<file path="src/shared/csm_pkg.sv">
// constants and types shared by the contactor sequencing monitor
package csm_pkg;

    // time base
    localparam int CLK_HZ      = 25_000_000;
    localparam int TICK_MS     = 10;
    localparam int TICK_CYCLES = CLK_HZ / 1000 * TICK_MS;
    localparam int TICKS_PER_S = 1000 / TICK_MS;

    // timer and setting widths
    localparam int TMR_W      = 17;
    localparam int LINE_TO_W  = 10;
    localparam int RUN_DLY_W  = 13;
    localparam int OPEN_DLY_W = 9;

    // line contactor closure timeout, seconds
    localparam int LINE_TO_MIN_S = 1;
    localparam int LINE_TO_MAX_S = 999;
    localparam int LINE_TO_DEF_S = 5;

    // run delay and open delay, in 10 ms ticks
    localparam int RUN_DLY_MAX_T  = 6000;
    localparam int RUN_DLY_DEF_T  = 15;
    localparam int OPEN_DLY_MAX_T = 500;
    localparam int OPEN_DLY_DEF_T = 10;

    // source selection for lock and feedback
    localparam logic [1:0] SRC_NONE = 2'h0;
    localparam logic [1:0] SRC_VIRT = 2'h1;
    localparam logic [1:0] SRC_DIN  = 2'h2;

    // reset values
    localparam logic RST_LEVEL_HIGH = 1'h1;
    localparam logic RST_FLAG       = 1'h0;

    typedef enum logic [2:0] {
        LC_OPEN,
        LC_CLOSING,
        LC_CLOSED,
        LC_STOPPING,
        LC_FAULT
    } csm_lc_state_type;

endpackage

</file>
<file path="src/shared/csm_tmr_if.sv">
// control and status of one tick-based delay timer
interface csm_tmr_if #(parameter int W = 17) ();
    logic         start;
    logic         abort;
    logic         tick;
    logic [W-1:0] limit;
    logic         running;
    logic         expired;

    modport ctl (output start, abort, tick, limit, input running, expired);
    modport tmr (input start, abort, tick, limit, output running, expired);
endinterface

</file>
<file path="src/core/csm_timer.sv">
// restartable delay timer counting time-base ticks
module csm_timer #(
    parameter int W = 17
) (
    input  wire logic i_sys_clk,
    input  wire logic i_reset,
    csm_tmr_if.tmr    tmr
);

    logic [W-1:0] cnt_q;
    logic [W-1:0] cnt_d;
    logic         run_q;
    logic         run_d;
    logic         exp_q;
    logic         exp_d;

    always_comb
    begin
        cnt_d = cnt_q;
        run_d = run_q;
        exp_d = 1'h0;
        if (tmr.start)
        begin
            cnt_d = tmr.limit;
            run_d = 1'h1;
        end
        else if (tmr.abort)
        begin
            run_d = 1'h0;
        end
        else if (run_q)
        begin
            if (cnt_q == '0)
            begin
                run_d = 1'h0;
                exp_d = 1'h1;
            end
            else if (tmr.tick)
            begin
                cnt_d = cnt_q - W'(1);
            end
        end
    end

    always_ff @(posedge i_sys_clk or posedge i_reset)
    begin
        if (i_reset)
        begin
            cnt_q <= '0;
            run_q <= 1'h0;
            exp_q <= 1'h0;
        end
        else
        begin
            cnt_q <= cnt_d;
            run_q <= run_d;
            exp_q <= exp_d;
        end
    end

    assign tmr.running = run_q;
    assign tmr.expired = exp_q;
endmodule

</file>
<file path="src/core/csm_top.sv">
// line and output contactor sequencing with feedback supervision
// How it works
// - line contactor closes on any run command, opens after stop once locked
// - with ramped stop, line contactor opens only at zero speed
// - drive locks when selected lock source falls to 0
// - line contactor closure watched by timeout of 1 to 999 s, default 5 s
// - lock source acts only when line or breaker pulse outputs assigned
// - lock source is virtual bit or active-low pin, default unassigned
// - output contactor close requested as soon as run becomes active
// - output contactor open requested once no motor current flows
// - feedback supervision only when a feedback source is selected
// - opened error when feedback not closed at end of run delay
// - opened error when feedback shows open while motor runs
// - closed error when feedback not open at end of open delay
// - closed error when feedback shows closed while motor stopped
// - opened error clears on falling edge of run command
// - no output contactor close while dc injection braking active
// - run delay holds motor control (only with output contactor or feedback source) and opened check, default 0.15 s
// - open delay bounds feedback open report, default 0.10 s
// - feedback active low: 0 means contactor closed
module csm_top #(
    parameter int P_TICK_CYCLES = csm_pkg::TICK_CYCLES
) (
    input  wire logic                           i_sys_clk,
    input  wire logic                           i_reset,
    input  wire logic                           i_run_fwd,
    input  wire logic                           i_run_rev,
    input  wire logic                           i_ramp_stop_mode,
    input  wire logic                           i_motor_zero_speed,
    input  wire logic                           i_motor_running,
    input  wire logic                           i_motor_current_on,
    input  wire logic                           i_dc_inject_active,
    input  wire logic                           i_drive_ready,
    input  wire logic                           i_fault_reset,
    input  wire logic                           i_line_cont_assigned,
    input  wire logic                           i_cb_start_assigned,
    input  wire logic                           i_cb_stop_assigned,
    input  wire logic [1:0]                     i_lock_src_sel,
    input  wire logic                           i_lock_cmd_bit,
    input  wire logic                           i_lock_pin_n,
    input  wire logic                           i_occ_assigned,
    input  wire logic [1:0]                     i_fb_src_sel,
    input  wire logic                           i_fb_cmd_bit_n,
    input  wire logic                           i_fb_pin_n,
    input  wire logic [csm_pkg::LINE_TO_W-1:0]  i_line_timeout_s,
    input  wire logic [csm_pkg::RUN_DLY_W-1:0]  i_run_delay_t,
    input  wire logic [csm_pkg::OPEN_DLY_W-1:0] i_open_delay_t,
    output logic                                o_line_contactor_cmd,
    output logic                                o_output_contactor_cmd,
    output logic                                o_motor_enable,
    output logic                                o_drive_locked,
    output logic                                o_open_error,
    output logic                                o_closed_error,
    output logic                                o_line_error
);

    localparam int TW = csm_pkg::TMR_W;
    localparam int CW = $clog2(P_TICK_CYCLES);

    csm_tmr_if #(.W(TW)) lt_if ();
    csm_tmr_if #(.W(TW)) rd_if ();
    csm_tmr_if #(.W(TW)) od_if ();

    ////////////////////////////////////////////////////////////////////////
    // time base and pin synchronisers

    logic [CW-1:0] tick_cnt_q;
    logic [CW-1:0] tick_cnt_d;
    logic          tick_q;
    logic          tick_d;
    logic [2:0]    lk_sync_q;
    logic [2:0]    lk_sync_d;
    logic [2:0]    fb_sync_q;
    logic [2:0]    fb_sync_d;
    logic          lk_filt_q;
    logic          lk_filt_d;
    logic          fb_filt_q;
    logic          fb_filt_d;

    always_comb
    begin
        tick_d     = (tick_cnt_q == CW'(P_TICK_CYCLES - 1));
        tick_cnt_d = tick_d ? '0 : tick_cnt_q + CW'(1);
        lk_sync_d  = {lk_sync_q[1:0], i_lock_pin_n};
        fb_sync_d  = {fb_sync_q[1:0], i_fb_pin_n};
        // level taken once stages two and three agree
        lk_filt_d  = (lk_sync_q[1] == lk_sync_q[2]) ? lk_sync_q[2] : lk_filt_q;
        fb_filt_d  = (fb_sync_q[1] == fb_sync_q[2]) ? fb_sync_q[2] : fb_filt_q;
    end

    always_ff @(posedge i_sys_clk or posedge i_reset)
    begin
        if (i_reset)
        begin
            tick_cnt_q <= '0;
            tick_q     <= 1'h0;
            lk_sync_q  <= {3{csm_pkg::RST_LEVEL_HIGH}};
            fb_sync_q  <= {3{csm_pkg::RST_LEVEL_HIGH}};
            lk_filt_q  <= csm_pkg::RST_LEVEL_HIGH;
            fb_filt_q  <= csm_pkg::RST_LEVEL_HIGH;
        end
        else
        begin
            tick_cnt_q <= tick_cnt_d;
            tick_q     <= tick_d;
            lk_sync_q  <= lk_sync_d;
            fb_sync_q  <= fb_sync_d;
            lk_filt_q  <= lk_filt_d;
            fb_filt_q  <= fb_filt_d;
        end
    end

    ////////////////////////////////////////////////////////////////////////
    // source selection and edges

    logic run;
    logic run_q;
    logic run_rise;
    logic run_fall;
    logic lock_en;
    logic lock_raw;
    logic lock_raw_q;
    logic fb_sup;
    logic fb_closed;

    always_comb
    begin
        run      = i_run_fwd | i_run_rev;
        run_rise = run & ~run_q;
        run_fall = ~run & run_q;
        lock_en  = (i_lock_src_sel != csm_pkg::SRC_NONE) &
                   (i_line_cont_assigned | i_cb_start_assigned |
                    i_cb_stop_assigned);
        case (i_lock_src_sel)
            csm_pkg::SRC_VIRT: lock_raw = i_lock_cmd_bit;
            csm_pkg::SRC_DIN:  lock_raw = lk_filt_q;
            default:           lock_raw = 1'h1;
        endcase
        fb_sup = (i_fb_src_sel != csm_pkg::SRC_NONE);
        case (i_fb_src_sel)
            csm_pkg::SRC_VIRT: fb_closed = ~i_fb_cmd_bit_n;
            csm_pkg::SRC_DIN:  fb_closed = ~fb_filt_q;
            default:           fb_closed = 1'h0;
        endcase
    end

    ////////////////////////////////////////////////////////////////////////
    // timer limits, clamped to the allowed ranges

    logic [csm_pkg::LINE_TO_W-1:0] line_s;

    always_comb
    begin
        if (i_line_timeout_s < csm_pkg::LINE_TO_W'(csm_pkg::LINE_TO_MIN_S))
            line_s = csm_pkg::LINE_TO_W'(csm_pkg::LINE_TO_MIN_S);
        else if (i_line_timeout_s >
                 csm_pkg::LINE_TO_W'(csm_pkg::LINE_TO_MAX_S))
            line_s = csm_pkg::LINE_TO_W'(csm_pkg::LINE_TO_MAX_S);
        else
            line_s = i_line_timeout_s;
        lt_if.limit = TW'(line_s) * TW'(csm_pkg::TICKS_PER_S);
        if (i_run_delay_t > csm_pkg::RUN_DLY_W'(csm_pkg::RUN_DLY_MAX_T))
            rd_if.limit = TW'(csm_pkg::RUN_DLY_MAX_T);
        else
            rd_if.limit = TW'(i_run_delay_t);
        if (i_open_delay_t > csm_pkg::OPEN_DLY_W'(csm_pkg::OPEN_DLY_MAX_T))
            od_if.limit = TW'(csm_pkg::OPEN_DLY_MAX_T);
        else
            od_if.limit = TW'(i_open_delay_t);
        lt_if.tick = tick_q;
        rd_if.tick = tick_q;
        od_if.tick = tick_q;
    end

    ////////////////////////////////////////////////////////////////////////
    // line contactor sequencing

    csm_pkg::csm_lc_state_type lc_q;
    csm_pkg::csm_lc_state_type lc_d;
    logic locked_q;
    logic locked_d;
    logic line_err_q;
    logic line_err_d;
    logic release_ok;
    logic lc_cmd;

    always_comb
    begin
        lc_d       = lc_q;
        lt_if.start = 1'h0;
        lt_if.abort = 1'h0;
        // without a lock source the stop itself counts as locked
        release_ok = (~lock_en | locked_q) &
                     (~i_ramp_stop_mode | i_motor_zero_speed);
        locked_d   = locked_q;
        if (run_rise)
            locked_d = 1'h0;
        if (lock_en & lock_raw_q & ~lock_raw)
            locked_d = 1'h1;
        line_err_d = i_fault_reset ? 1'h0 : line_err_q;
        case (lc_q)
            csm_pkg::LC_OPEN:
            begin
                if (i_line_cont_assigned & run & ~line_err_q)
                begin
                    lc_d        = csm_pkg::LC_CLOSING;
                    lt_if.start = 1'h1;
                end
            end
            csm_pkg::LC_CLOSING:
            begin
                if (!run)
                begin
                    lc_d        = csm_pkg::LC_STOPPING;
                    lt_if.abort = 1'h1;
                end
                else if (i_drive_ready)
                begin
                    lc_d        = csm_pkg::LC_CLOSED;
                    lt_if.abort = 1'h1;
                end
                else if (lt_if.expired)
                begin
                    lc_d       = csm_pkg::LC_FAULT;
                    line_err_d = 1'h1;
                end
            end
            csm_pkg::LC_CLOSED:
            begin
                if (!run)
                    lc_d = csm_pkg::LC_STOPPING;
            end
            csm_pkg::LC_STOPPING:
            begin
                if (run)
                    lc_d = i_drive_ready ? csm_pkg::LC_CLOSED
                                         : csm_pkg::LC_CLOSING;
                else if (release_ok)
                    lc_d = csm_pkg::LC_OPEN;
                lt_if.start = run & ~i_drive_ready;
            end
            csm_pkg::LC_FAULT:
            begin
                if (!run)
                    lc_d = csm_pkg::LC_OPEN;
            end
            default:
                lc_d = csm_pkg::LC_OPEN;
        endcase
        if (!i_line_cont_assigned)
            lc_d = csm_pkg::LC_OPEN;
        lc_cmd = (lc_q == csm_pkg::LC_CLOSING) | (lc_q == csm_pkg::LC_CLOSED) |
                 (lc_q == csm_pkg::LC_STOPPING);
    end

    always_ff @(posedge i_sys_clk or posedge i_reset)
    begin
        if (i_reset)
        begin
            lc_q       <= csm_pkg::LC_OPEN;
            locked_q   <= csm_pkg::RST_FLAG;
            line_err_q <= csm_pkg::RST_FLAG;
            lock_raw_q <= csm_pkg::RST_LEVEL_HIGH;
            run_q      <= 1'h0;
        end
        else
        begin
            lc_q       <= lc_d;
            locked_q   <= locked_d;
            line_err_q <= line_err_d;
            lock_raw_q <= lock_raw;
            run_q      <= run;
        end
    end

    ////////////////////////////////////////////////////////////////////////
    // output contactor command and feedback supervision

    logic occ_q;
    logic occ_d;
    logic rd_done_q;
    logic rd_done_d;
    logic open_err_q;
    logic open_err_d;
    logic closed_err_q;
    logic closed_err_d;
    logic open_set;
    logic closed_set;
    logic motor_stopped;
    logic motor_en;

    always_comb
    begin
        occ_d = i_occ_assigned &
                ((run & ~i_dc_inject_active) |
                 (occ_q & (run | i_motor_current_on)));
        rd_if.start = run_rise;
        rd_if.abort = run_fall;
        od_if.start = i_occ_assigned ? (occ_q & ~occ_d) : run_fall;
        od_if.abort = run_rise;
        rd_done_d = run & (rd_done_q | rd_if.expired |
                           ~(i_occ_assigned | fb_sup));
        motor_stopped = ~run & ~occ_q & ~od_if.running & ~i_motor_running;
        open_set = fb_sup & run & ~fb_closed &
                   (rd_if.expired |
                    (rd_done_q & i_motor_running));
        closed_set = fb_sup & fb_closed &
                     (od_if.expired |
                      motor_stopped);
        open_err_d = open_set | (open_err_q & ~run_fall);
        closed_err_d = closed_set | (closed_err_q & ~i_fault_reset);
        motor_en = run & rd_done_q & ~line_err_q & ~open_err_q &
                   ~closed_err_q & (~fb_sup | fb_closed) &
                   (~i_line_cont_assigned |
                    (lc_q == csm_pkg::LC_CLOSED));
    end

    always_ff @(posedge i_sys_clk or posedge i_reset)
    begin
        if (i_reset)
        begin
            occ_q        <= csm_pkg::RST_FLAG;
            rd_done_q    <= csm_pkg::RST_FLAG;
            open_err_q   <= csm_pkg::RST_FLAG;
            closed_err_q <= csm_pkg::RST_FLAG;
        end
        else
        begin
            occ_q        <= occ_d;
            rd_done_q    <= rd_done_d;
            open_err_q   <= open_err_d;
            closed_err_q <= closed_err_d;
        end
    end

    csm_timer #(.W(TW)) u_line_tmr (
        .i_sys_clk (i_sys_clk),
        .i_reset   (i_reset),
        .tmr       (lt_if)
    );

    csm_timer #(.W(TW)) u_run_tmr (
        .i_sys_clk (i_sys_clk),
        .i_reset   (i_reset),
        .tmr       (rd_if)
    );

    csm_timer #(.W(TW)) u_open_tmr (
        .i_sys_clk (i_sys_clk),
        .i_reset   (i_reset),
        .tmr       (od_if)
    );

    assign o_line_contactor_cmd   = lc_cmd;
    assign o_output_contactor_cmd = occ_q;
    assign o_motor_enable         = motor_en;
    assign o_drive_locked         = locked_q;
    assign o_open_error           = open_err_q;
    assign o_closed_error         = closed_err_q;
    assign o_line_error           = line_err_q;
endmodule

</file>
<file path="config.mk">
export PLATFORM = sky130hd
export DESIGN_NAME = csm_top
export DESIGN_NICKNAME = d
export VERILOG_FILES = /design/src/shared/csm_pkg.sv /design/src/shared/csm_tmr_if.sv /design/src/core/csm_timer.sv /design/src/core/csm_top.sv
export SDC_FILE = /design/constraint.sdc
export NUM_CORES = 1
export LEC_CHECK = 0
export BUFFER_PORTS_ARGS = -buffer_cell sky130_fd_sc_hd__buf_2
export CAP_MARGIN = 30
export CORE_MARGIN = 2
export CORE_UTILIZATION = 41
export DETAILED_ROUTE_END_ITERATION = 16
export SLEW_MARGIN = 5
export SYNTH_ARGS = -nofsm -noshare
export SYNTH_HDL_FRONTEND = slang
export SYNTH_SLANG_ARGS = --single-unit
</file>
<file path="constraint.sdc">
create_clock -name i_sys_clk -period 3.35 [get_ports i_sys_clk]
set_clock_uncertainty 0.1 [all_clocks]
set_input_delay 0.67 -clock i_sys_clk [delete_from_list [all_inputs] [get_ports i_sys_clk]]
set_output_delay 0.67 -clock i_sys_clk [all_outputs]
set_load 0.01 [all_outputs]
</file>
==> results of run 1 <==
through the flow:
step	cells	setup TNS, ps	setup WS (ps)
finish	919	-142	-101
global route	919	-872	-228
CTS	916	0	30.3
detailed placement	900	-2140	-377
global placement	900	-1690	-304
floorplan	645	-128	-75.9
cell usage after synthesis (8+ instances only):
master and instances:
clkbuf_1 24, nor3_1 22, or2_2 8, inv_1 44, a21oi_1 29, nor4_1 17
ha_1 42, nor2_1 48, dfstp_2 9, or3_1 11, or4_1 13, xnor2_1 22
xor2_1 32, dfrtp_1 86, nand2_1 32, o21ai_0 33, nand3_1 21
flip-flops by register name (all words and copies together), names as in the netlist, 3 cells and up:
name              flops
u_line_tmr.cnt_q     17
u_run_tmr.cnt_q      17
lc_q                  3
lk_sync_q             3
u_open_tmr.cnt_q     17
fb_sync_q             3
tick_cnt_q           18
kinds of logic after synthesis:
group	after synthesis	share of synthesized area
multiplexers	4	0.00658
AO/OA/AOI/OAI	153	0.176
AND/OR/NAND/NOR	220	0.198
flip-flops	95	0.392
buffers and inverters	70	0.0436
adder cells (fa/ha/maj)	49	0.106
XOR/XNOR	54	0.0777
final cells by class:
| class | count | area, um2 | area share |
|---|---|---|---|
| sequential | 95 | 2390 | 0.323 |
| timing repair buffer | 100 | 636 | 0.0858 |
| inverter | 44 | 168 | 0.0226 |
| clock buffer | 9 | 225 | 0.0304 |
| tap | 184 | 230 | 0.0311 |
| multi-input combinational | 480 | 3700 | 0.500 |
| clock inverter | 7 | 55.1 | 0.00743 |
placed cells by master, fill, tap and decap left out, types with 7 or more instances in the layout:
cell type  instances
nand2_1           31
ha_4              10
ha_1              31
or4_1             13
nor3_1            21
xor2_1            32
dfstp_2            9
nor4_1            16
nand3_1           20
o21ai_0           31
o211ai_1           7
clkbuf_16          9
buf_4             39
dfrtp_1           86
a21o_1             7
xnor2_1           22
buf_2             57
inv_1             42
a21oi_1           27
or3_1             11
nor2_1            46
worst max-delay path: stages:
cell and delay (ps):
buf_8 100, nor2_4 120, nor3_4 60, buf_6 120
a311o_1 380, ha_4 190, ha_4 150, fa_2 560
ha_4 220, a211oi_4 230, nor2_2 90, o31ai_4 350
a2111o_1 210, o221ai_2 80
what timing repair did:
item                                    in CTS  in global routing
setup buffers                                0                  3
resized for setup                            0                 29
endpoints found under the hold margin        0                  0
pin swaps                                    1                 17
endpoints found under the setup margin       1                  7
layer usage:
metal	wire length [um]	track usage	share of wire
met5	13	0	0.00091
met4	217	0.0569	0.015
met3	727	0.0442	0.051
met2	6700	0.297	0.47
met1	6680	0.257	0.47
power by group through the flow:
| stage | clock [W] | sequential, W | combinational [W] |
|---|---|---|---|
| 2_1_floorplan | 0 | 0.00144 | 0.000714 |
| 3_3_place_gp | 0 | 0.00147 | 0.000962 |
| 3_5_place_dp | 0 | 0.00148 | 0.000982 |
| 4_1_cts | 0.00102 | 0.00146 | 0.000993 |
| 5_1_grt | 0.00106 | 0.00149 | 0.00120 |
| 6_report | 0.000983 | 0.00146 | 0.00106 |
worst max-delay path by stage:
stage,from,endpoint,slack [ps],depth (start not counted)
detailed placement,i_line_timeout_s[3],u_line_tmr.cnt_q[16],-380,13
global placement,i_line_timeout_s[5],u_line_tmr.cnt_q[16],-300,15
CTS,i_line_timeout_s[6],u_line_tmr.cnt_q[16],30,15
finish,i_line_timeout_s[4],u_line_tmr.cnt_q[16],-100,14
global route,i_line_timeout_s[7],u_line_tmr.cnt_q[16],-230,16
floorplan,i_line_timeout_s[3],u_line_tmr.cnt_q[16],-80,14
==> results_dict.tcl, run 1 <==
set metrics [dict create \
    outcome "finished with violations" \
    violations "setup timing" \
    grt_util_all_layers 0.188 \
    rsz0062_at_grt "true" \
    die_area_um2 15800 \
    hold_ws_ps 241 \
    critPathKind "in -> reg" \
    synth_edf_count 0 \
    synthCells 645 \
    swShare 0.335 \
    setup_viol 2 \
    grt-ovfl-total 0 \
    power.share.clock 0.281 \
    crit_fanout 5 \
    hold_class "in -> async" \
    ys_async_sr_fraction 1.00 \
    p_total_w 0.00350 \
    cts.reportedPaths.clkPinSlew_ps 70 \
    n_antenna_cell 0 \
    cts.path.max_buffers 2 \
    yosys_warnings 0 \
    synth-seq-cells 95 \
    synth_area_leaders "dfrtp_1, ha_1, xor2_1" \
    yosysUniqueCellTypes 71 \
    wl_mm 14.3 \
    area_growth_syn_to_layout_pct 21.6 \
    period_share 1.03 \
    syn-cell-area_um2 6090 \
    drtIter0Drc 307 \
    grt_max_degree 61 \
    cts_sinks 95 \
    finalWeightedCongestion 0.817 \
    clock_latency_ps 350 \
    die_w_um 126 \
    cts_hold_buffers 0 \
    leakagePower_nw 3.21 \
    nets 832 \
    slew_violations 0 \
    antenna_found_initial 1 \
    combinationalPowerShare 0.302 \
    grt_pass1_vias 5134 \
    pwr-share-seq 0.418 \
    crit_path_start_kind "primary input" \
    cp.arrival_ps 3560 \
    drive_gt1_frac 0.244 \
    worst_setup_path_end_kind "flop" \
    numCtsBuffers 9 \
    wl_per_cell_um 15.6 \
    clock.fmax_ghz 0.290 \
    stdcell_area_um2 7400 \
    ir_drop_uv 245 \
    pin_count 62 \
    htreeDepth 3 \
    root_buffer "clkbuf_16" \
    reg2reg_from "u_run_tmr.cnt_q[11]" \
    first_pass_iters 5 \
    synth_top_area_cell "dfrtp_1" \
    yosysSeqAreaShare 0.392 \
    start_util 0.419 \
    intPower_w 0.00233 \
    syn-num-nets 747 \
    maxCapViolCount 0 \
    r2r_end "u_run_tmr.cnt_q[2]" \
    hold_viol_final 0 \
    die_h_um 126 \
    avgViaCountPerCell 5.65 \
    io_buffers 61 \
    synth.avg_cell_area_um2 9.44 \
    fin_ws_ps -101 \
    worstMarginPinSlew_ps 829 \
    maxSlewHeadroom 0.446 \
    reg2reg_depth 4 \
    p_sw_w 0.00117 \
    synth_top_area_frac 0.353 \
    rows 44 \
    power.density_nw_per_um2 473 \
    post_dp_cell_area_um2 6950 \
    dpl.hpwl_mm 10.6 \
    grt_pass1_wl_mm 24.5 \
    fillers 1367 \
    vias 5195 \
    core-area_um2 14500 \
    required_ps 3460 \
    r2r_slack_ps 580 \
    utilization 0.509 \
    drtAntennaViolNets 0 \
    period_needed_ps 3450 \
    drc 0 \
    cts_tree "built" \
    ys.flop_type "dfrtp_1" \
]
Note: power is estimated with default switching activity, not from simulation.
==> run 2: changes to the inputs <==
--- a/config.mk
+++ b/config.mk
@@ -10,7 +10,9 @@
 export CORE_MARGIN = 2
 export CORE_UTILIZATION = 41
 export DETAILED_ROUTE_END_ITERATION = 16
+export PLACE_DENSITY = 0.66
 export SLEW_MARGIN = 5
 export SYNTH_ARGS = -nofsm -noshare
 export SYNTH_HDL_FRONTEND = slang
+export SYNTH_HIERARCHICAL = 1
 export SYNTH_SLANG_ARGS = --single-unit
==> constraint.sdc (replaced) <==
create_clock -name i_sys_clk -period 3.8 [get_ports i_sys_clk]
set_clock_uncertainty 0.1 [all_clocks]
set_input_delay 0.76 -clock i_sys_clk [delete_from_list [all_inputs] [get_ports i_sys_clk]]
set_output_delay 0.76 -clock i_sys_clk [all_outputs]
set_load 0.01 [all_outputs]
==> run 2 against run 1 <==
The run now ends clean. Die area grew 10%. Synthesized cell count up 18%. Design area grew 6.1%. Critical path depth is 3 higher. Critical endpoint is now u_line_tmr/cnt_q[13]. Highest routed layer is now met4.
==> results_dict.tcl, run 2 <==
set metrics [dict create \
    cp.arrival_ps 3880 \
    ys_async_sr_fraction 1.00 \
    grt_pass1_vias 5472 \
    syn-cell-area_um2 6750 \
    wl_mm 16.0 \
    drc 0 \
    fillers 1570 \
    drive_gt1_frac 0.186 \
    largest_reg_flops 18 \
    synthCells 764 \
    critPathKind "in -> reg" \
    yosys_warnings 6 \
    synth_area_leaders "dfrtp_1, ha_1, nor2_1" \
    power.density_nw_per_um2 405 \
    cts.reportedPaths.clkPinSlew_ps 60 \
    die_w_um 132 \
    period_share 0.974 \
    antenna_found_initial 0 \
    grt_max_degree 39 \
    yosysSeqAreaShare 0.354 \
    wl_per_cell_um 15.1 \
    slew_violations 0 \
    synth.avg_cell_area_um2 8.83 \
    synth_top_area_frac 0.319 \
    p_total_w 0.00318 \
    drtAntennaViolNets 0 \
    r2r_end "u_line_tmr/cnt_q[12]" \
    crit_fanout 5 \
    die_area_um2 17500 \
    n_antenna_cell 0 \
    area_growth_syn_to_layout_pct 16.4 \
    final_common_cell "dfrtp_1" \
    vias 5893 \
    outcome "completed" \
    cts_sinks 95 \
    worst_setup_path_end_kind "flop" \
    hold_class "reg -> reg" \
    maxCapViolCount 0 \
    yosysMostFrequentCell "dfrtp_1" \
    reg2reg_depth 6 \
    grt_util_all_layers 0.186 \
    cts_hold_buffers 0 \
    pin_count 62 \
    cts_tree "built" \
    fin_cells 1061 \
    crit_end "u_line_tmr/cnt_q[13]" \
    holdPathStages 0 \
    period_needed_ps 3700 \
    finalWeightedCongestion 0.818 \
    yosysUniqueCellTypes 62 \
    r2r_slack_ps 1420 \
    hold_viol_final 0 \
    synth_commonest_cells "dfrtp_1, nor2_1, ha_1" \
    clock.fmax_ghz 0.270 \
    post_dp_cell_area_um2 7450 \
    synth_top_area_cell "dfrtp_1" \
    grt_pass1_wl_mm 27.0 \
    ir_drop_uv 342 \
    numCtsBuffers 9 \
    synth-seq-cells 95 \
    ys.flop_type "dfrtp_1" \
    crit_start "i_line_timeout_s[3]" \
    leakagePower_nw 3.27 \
    io_buffers 61 \
    maxSlewHeadroom 0.478 \
    core-area_um2 16000 \
    die_h_um 132 \
    worstMarginPinSlew_ps 782 \
    cts.path.max_buffers 2 \
    clock_latency_ps 350 \
    rows 46 \
    start_util 0.422 \
    first_pass_iters 4 \
    required_ps 3970 \
    crit_path_start_kind "primary input" \
    rsz0062_at_grt "true" \
    synth_edf_count 0 \
    avgViaCountPerCell 5.55 \
    final_cell_mix "dfrtp_1, nor2_1, buf_2" \
    reg2reg_from "lc_q[1]" \
    dpl.hpwl_mm 11.8 \
    grt-ovfl-total 0 \
    stdcell_area_um2 7850 \
    regMostFlops "tick_cnt_q" \
    root_buffer "clkbuf_16" \
    dp_cells 1043 \
    nets 945 \
    htreeDepth 3 \
    setup_viol 0 \
    drtIter0Drc 456 \
]
==> run 2: area by class of cell <==
| class | instances | area, um2 | share of cell area |
|---|---|---|---|
| clock buffer | 10 | 229 | 0.0292 |
| clock inverter | 6 | 45.0 | 0.00574 |
| inverter | 41 | 154 | 0.0196 |
| multi-input combinational | 599 | 4180 | 0.532 |
| sequential | 95 | 2390 | 0.304 |
| tap | 216 | 270 | 0.0344 |
| timing repair buffer | 94 | 588 | 0.0749 |
==> run 2: how the worst min path moves through the flow <==
stage,slack [ps],from,end
after detailed placement,250,lk_sync_q[0],lk_sync_q[1]
after CTS,260,lk_sync_q[0],lk_sync_q[1]
after global routing,260,lk_sync_q[1],lk_sync_q[2]
final,260,lk_sync_q[0],lk_sync_q[1]
after floorplan,250,fb_sync_q[0],fb_sync_q[1]
after global placement,250,fb_sync_q[0],fb_sync_q[1]
==> run 2: cell families (layout without fill, tap and decap cells) <==
kind of cell,after synthesis,count (layout),share of synthesized area
AO/OA/AOI/OAI,168,168,0.167
XOR/XNOR,23,23,0.0298
adder cells (fa/ha/maj),52,52,0.101
buffers and inverters,83,151,0.0539
flip-flops,95,95,0.354
multiplexers,4,4,0.00593
other,1,14,0.000556
AND/OR/NAND/NOR,338,338,0.287
==> run 2: layer usage <==
metal / global-route usage / share of wire / vias up
met1: 0.256 / 0.48 / 2802
met4: 0.0466 / 0.012 / 0
li1: - / - / 2968
met5: 0 / 0 / -
met2: 0.303 / 0.47 / 107
met3: 0.0369 / 0.034 / 16
==> run 2: worst max-delay path: stages <==
cell       delay (ps)
buf_4             100
nor2_4             40
nor3_4            290
nor2b_2           100
ha_1              300
ha_1              290
inv_1              50
fa_1              490
inv_2              40
ha_4              220
and3_4            190
a2111oi_4         390
o21bai_1          130
a21oi_1           160
xnor2_1           130
nor2_1             50
a31oi_1           150
==> run 2: power breakdown <==
group | internal (W) | switching, W | total, W
clock network | 0.000446 | 0.000411 | 0.000858
logic | 0.000453 | 0.000464 | 0.000917
registers | 0.00117 | 0.000235 | 0.00140
==> run 2: what timing repair did <==
item | CTS | global route
hold endpoints to repair | 0 | 0
setup buffers | 0 | 2
resized for setup | 0 | 23
setup endpoints to repair | 0 | 4
==> run 2: stage by stage <==
| stage | util | hold WS (ps) | setup slack [ps] | TNS [ps] |
|---|---|---|---|---|
| floorplan | - | 245 | 2.77 | 0 |
| global placement | 0.466 | 246 | -233 | -1020 |
| detailed placement | 0.466 | 249 | -282 | -1510 |
| CTS | 0.483 | 258 | 61.8 | 0 |
| global route | 0.491 | 261 | -75.3 | -194 |
| finish | 0.491 | 257 | 97.0 | 0 |
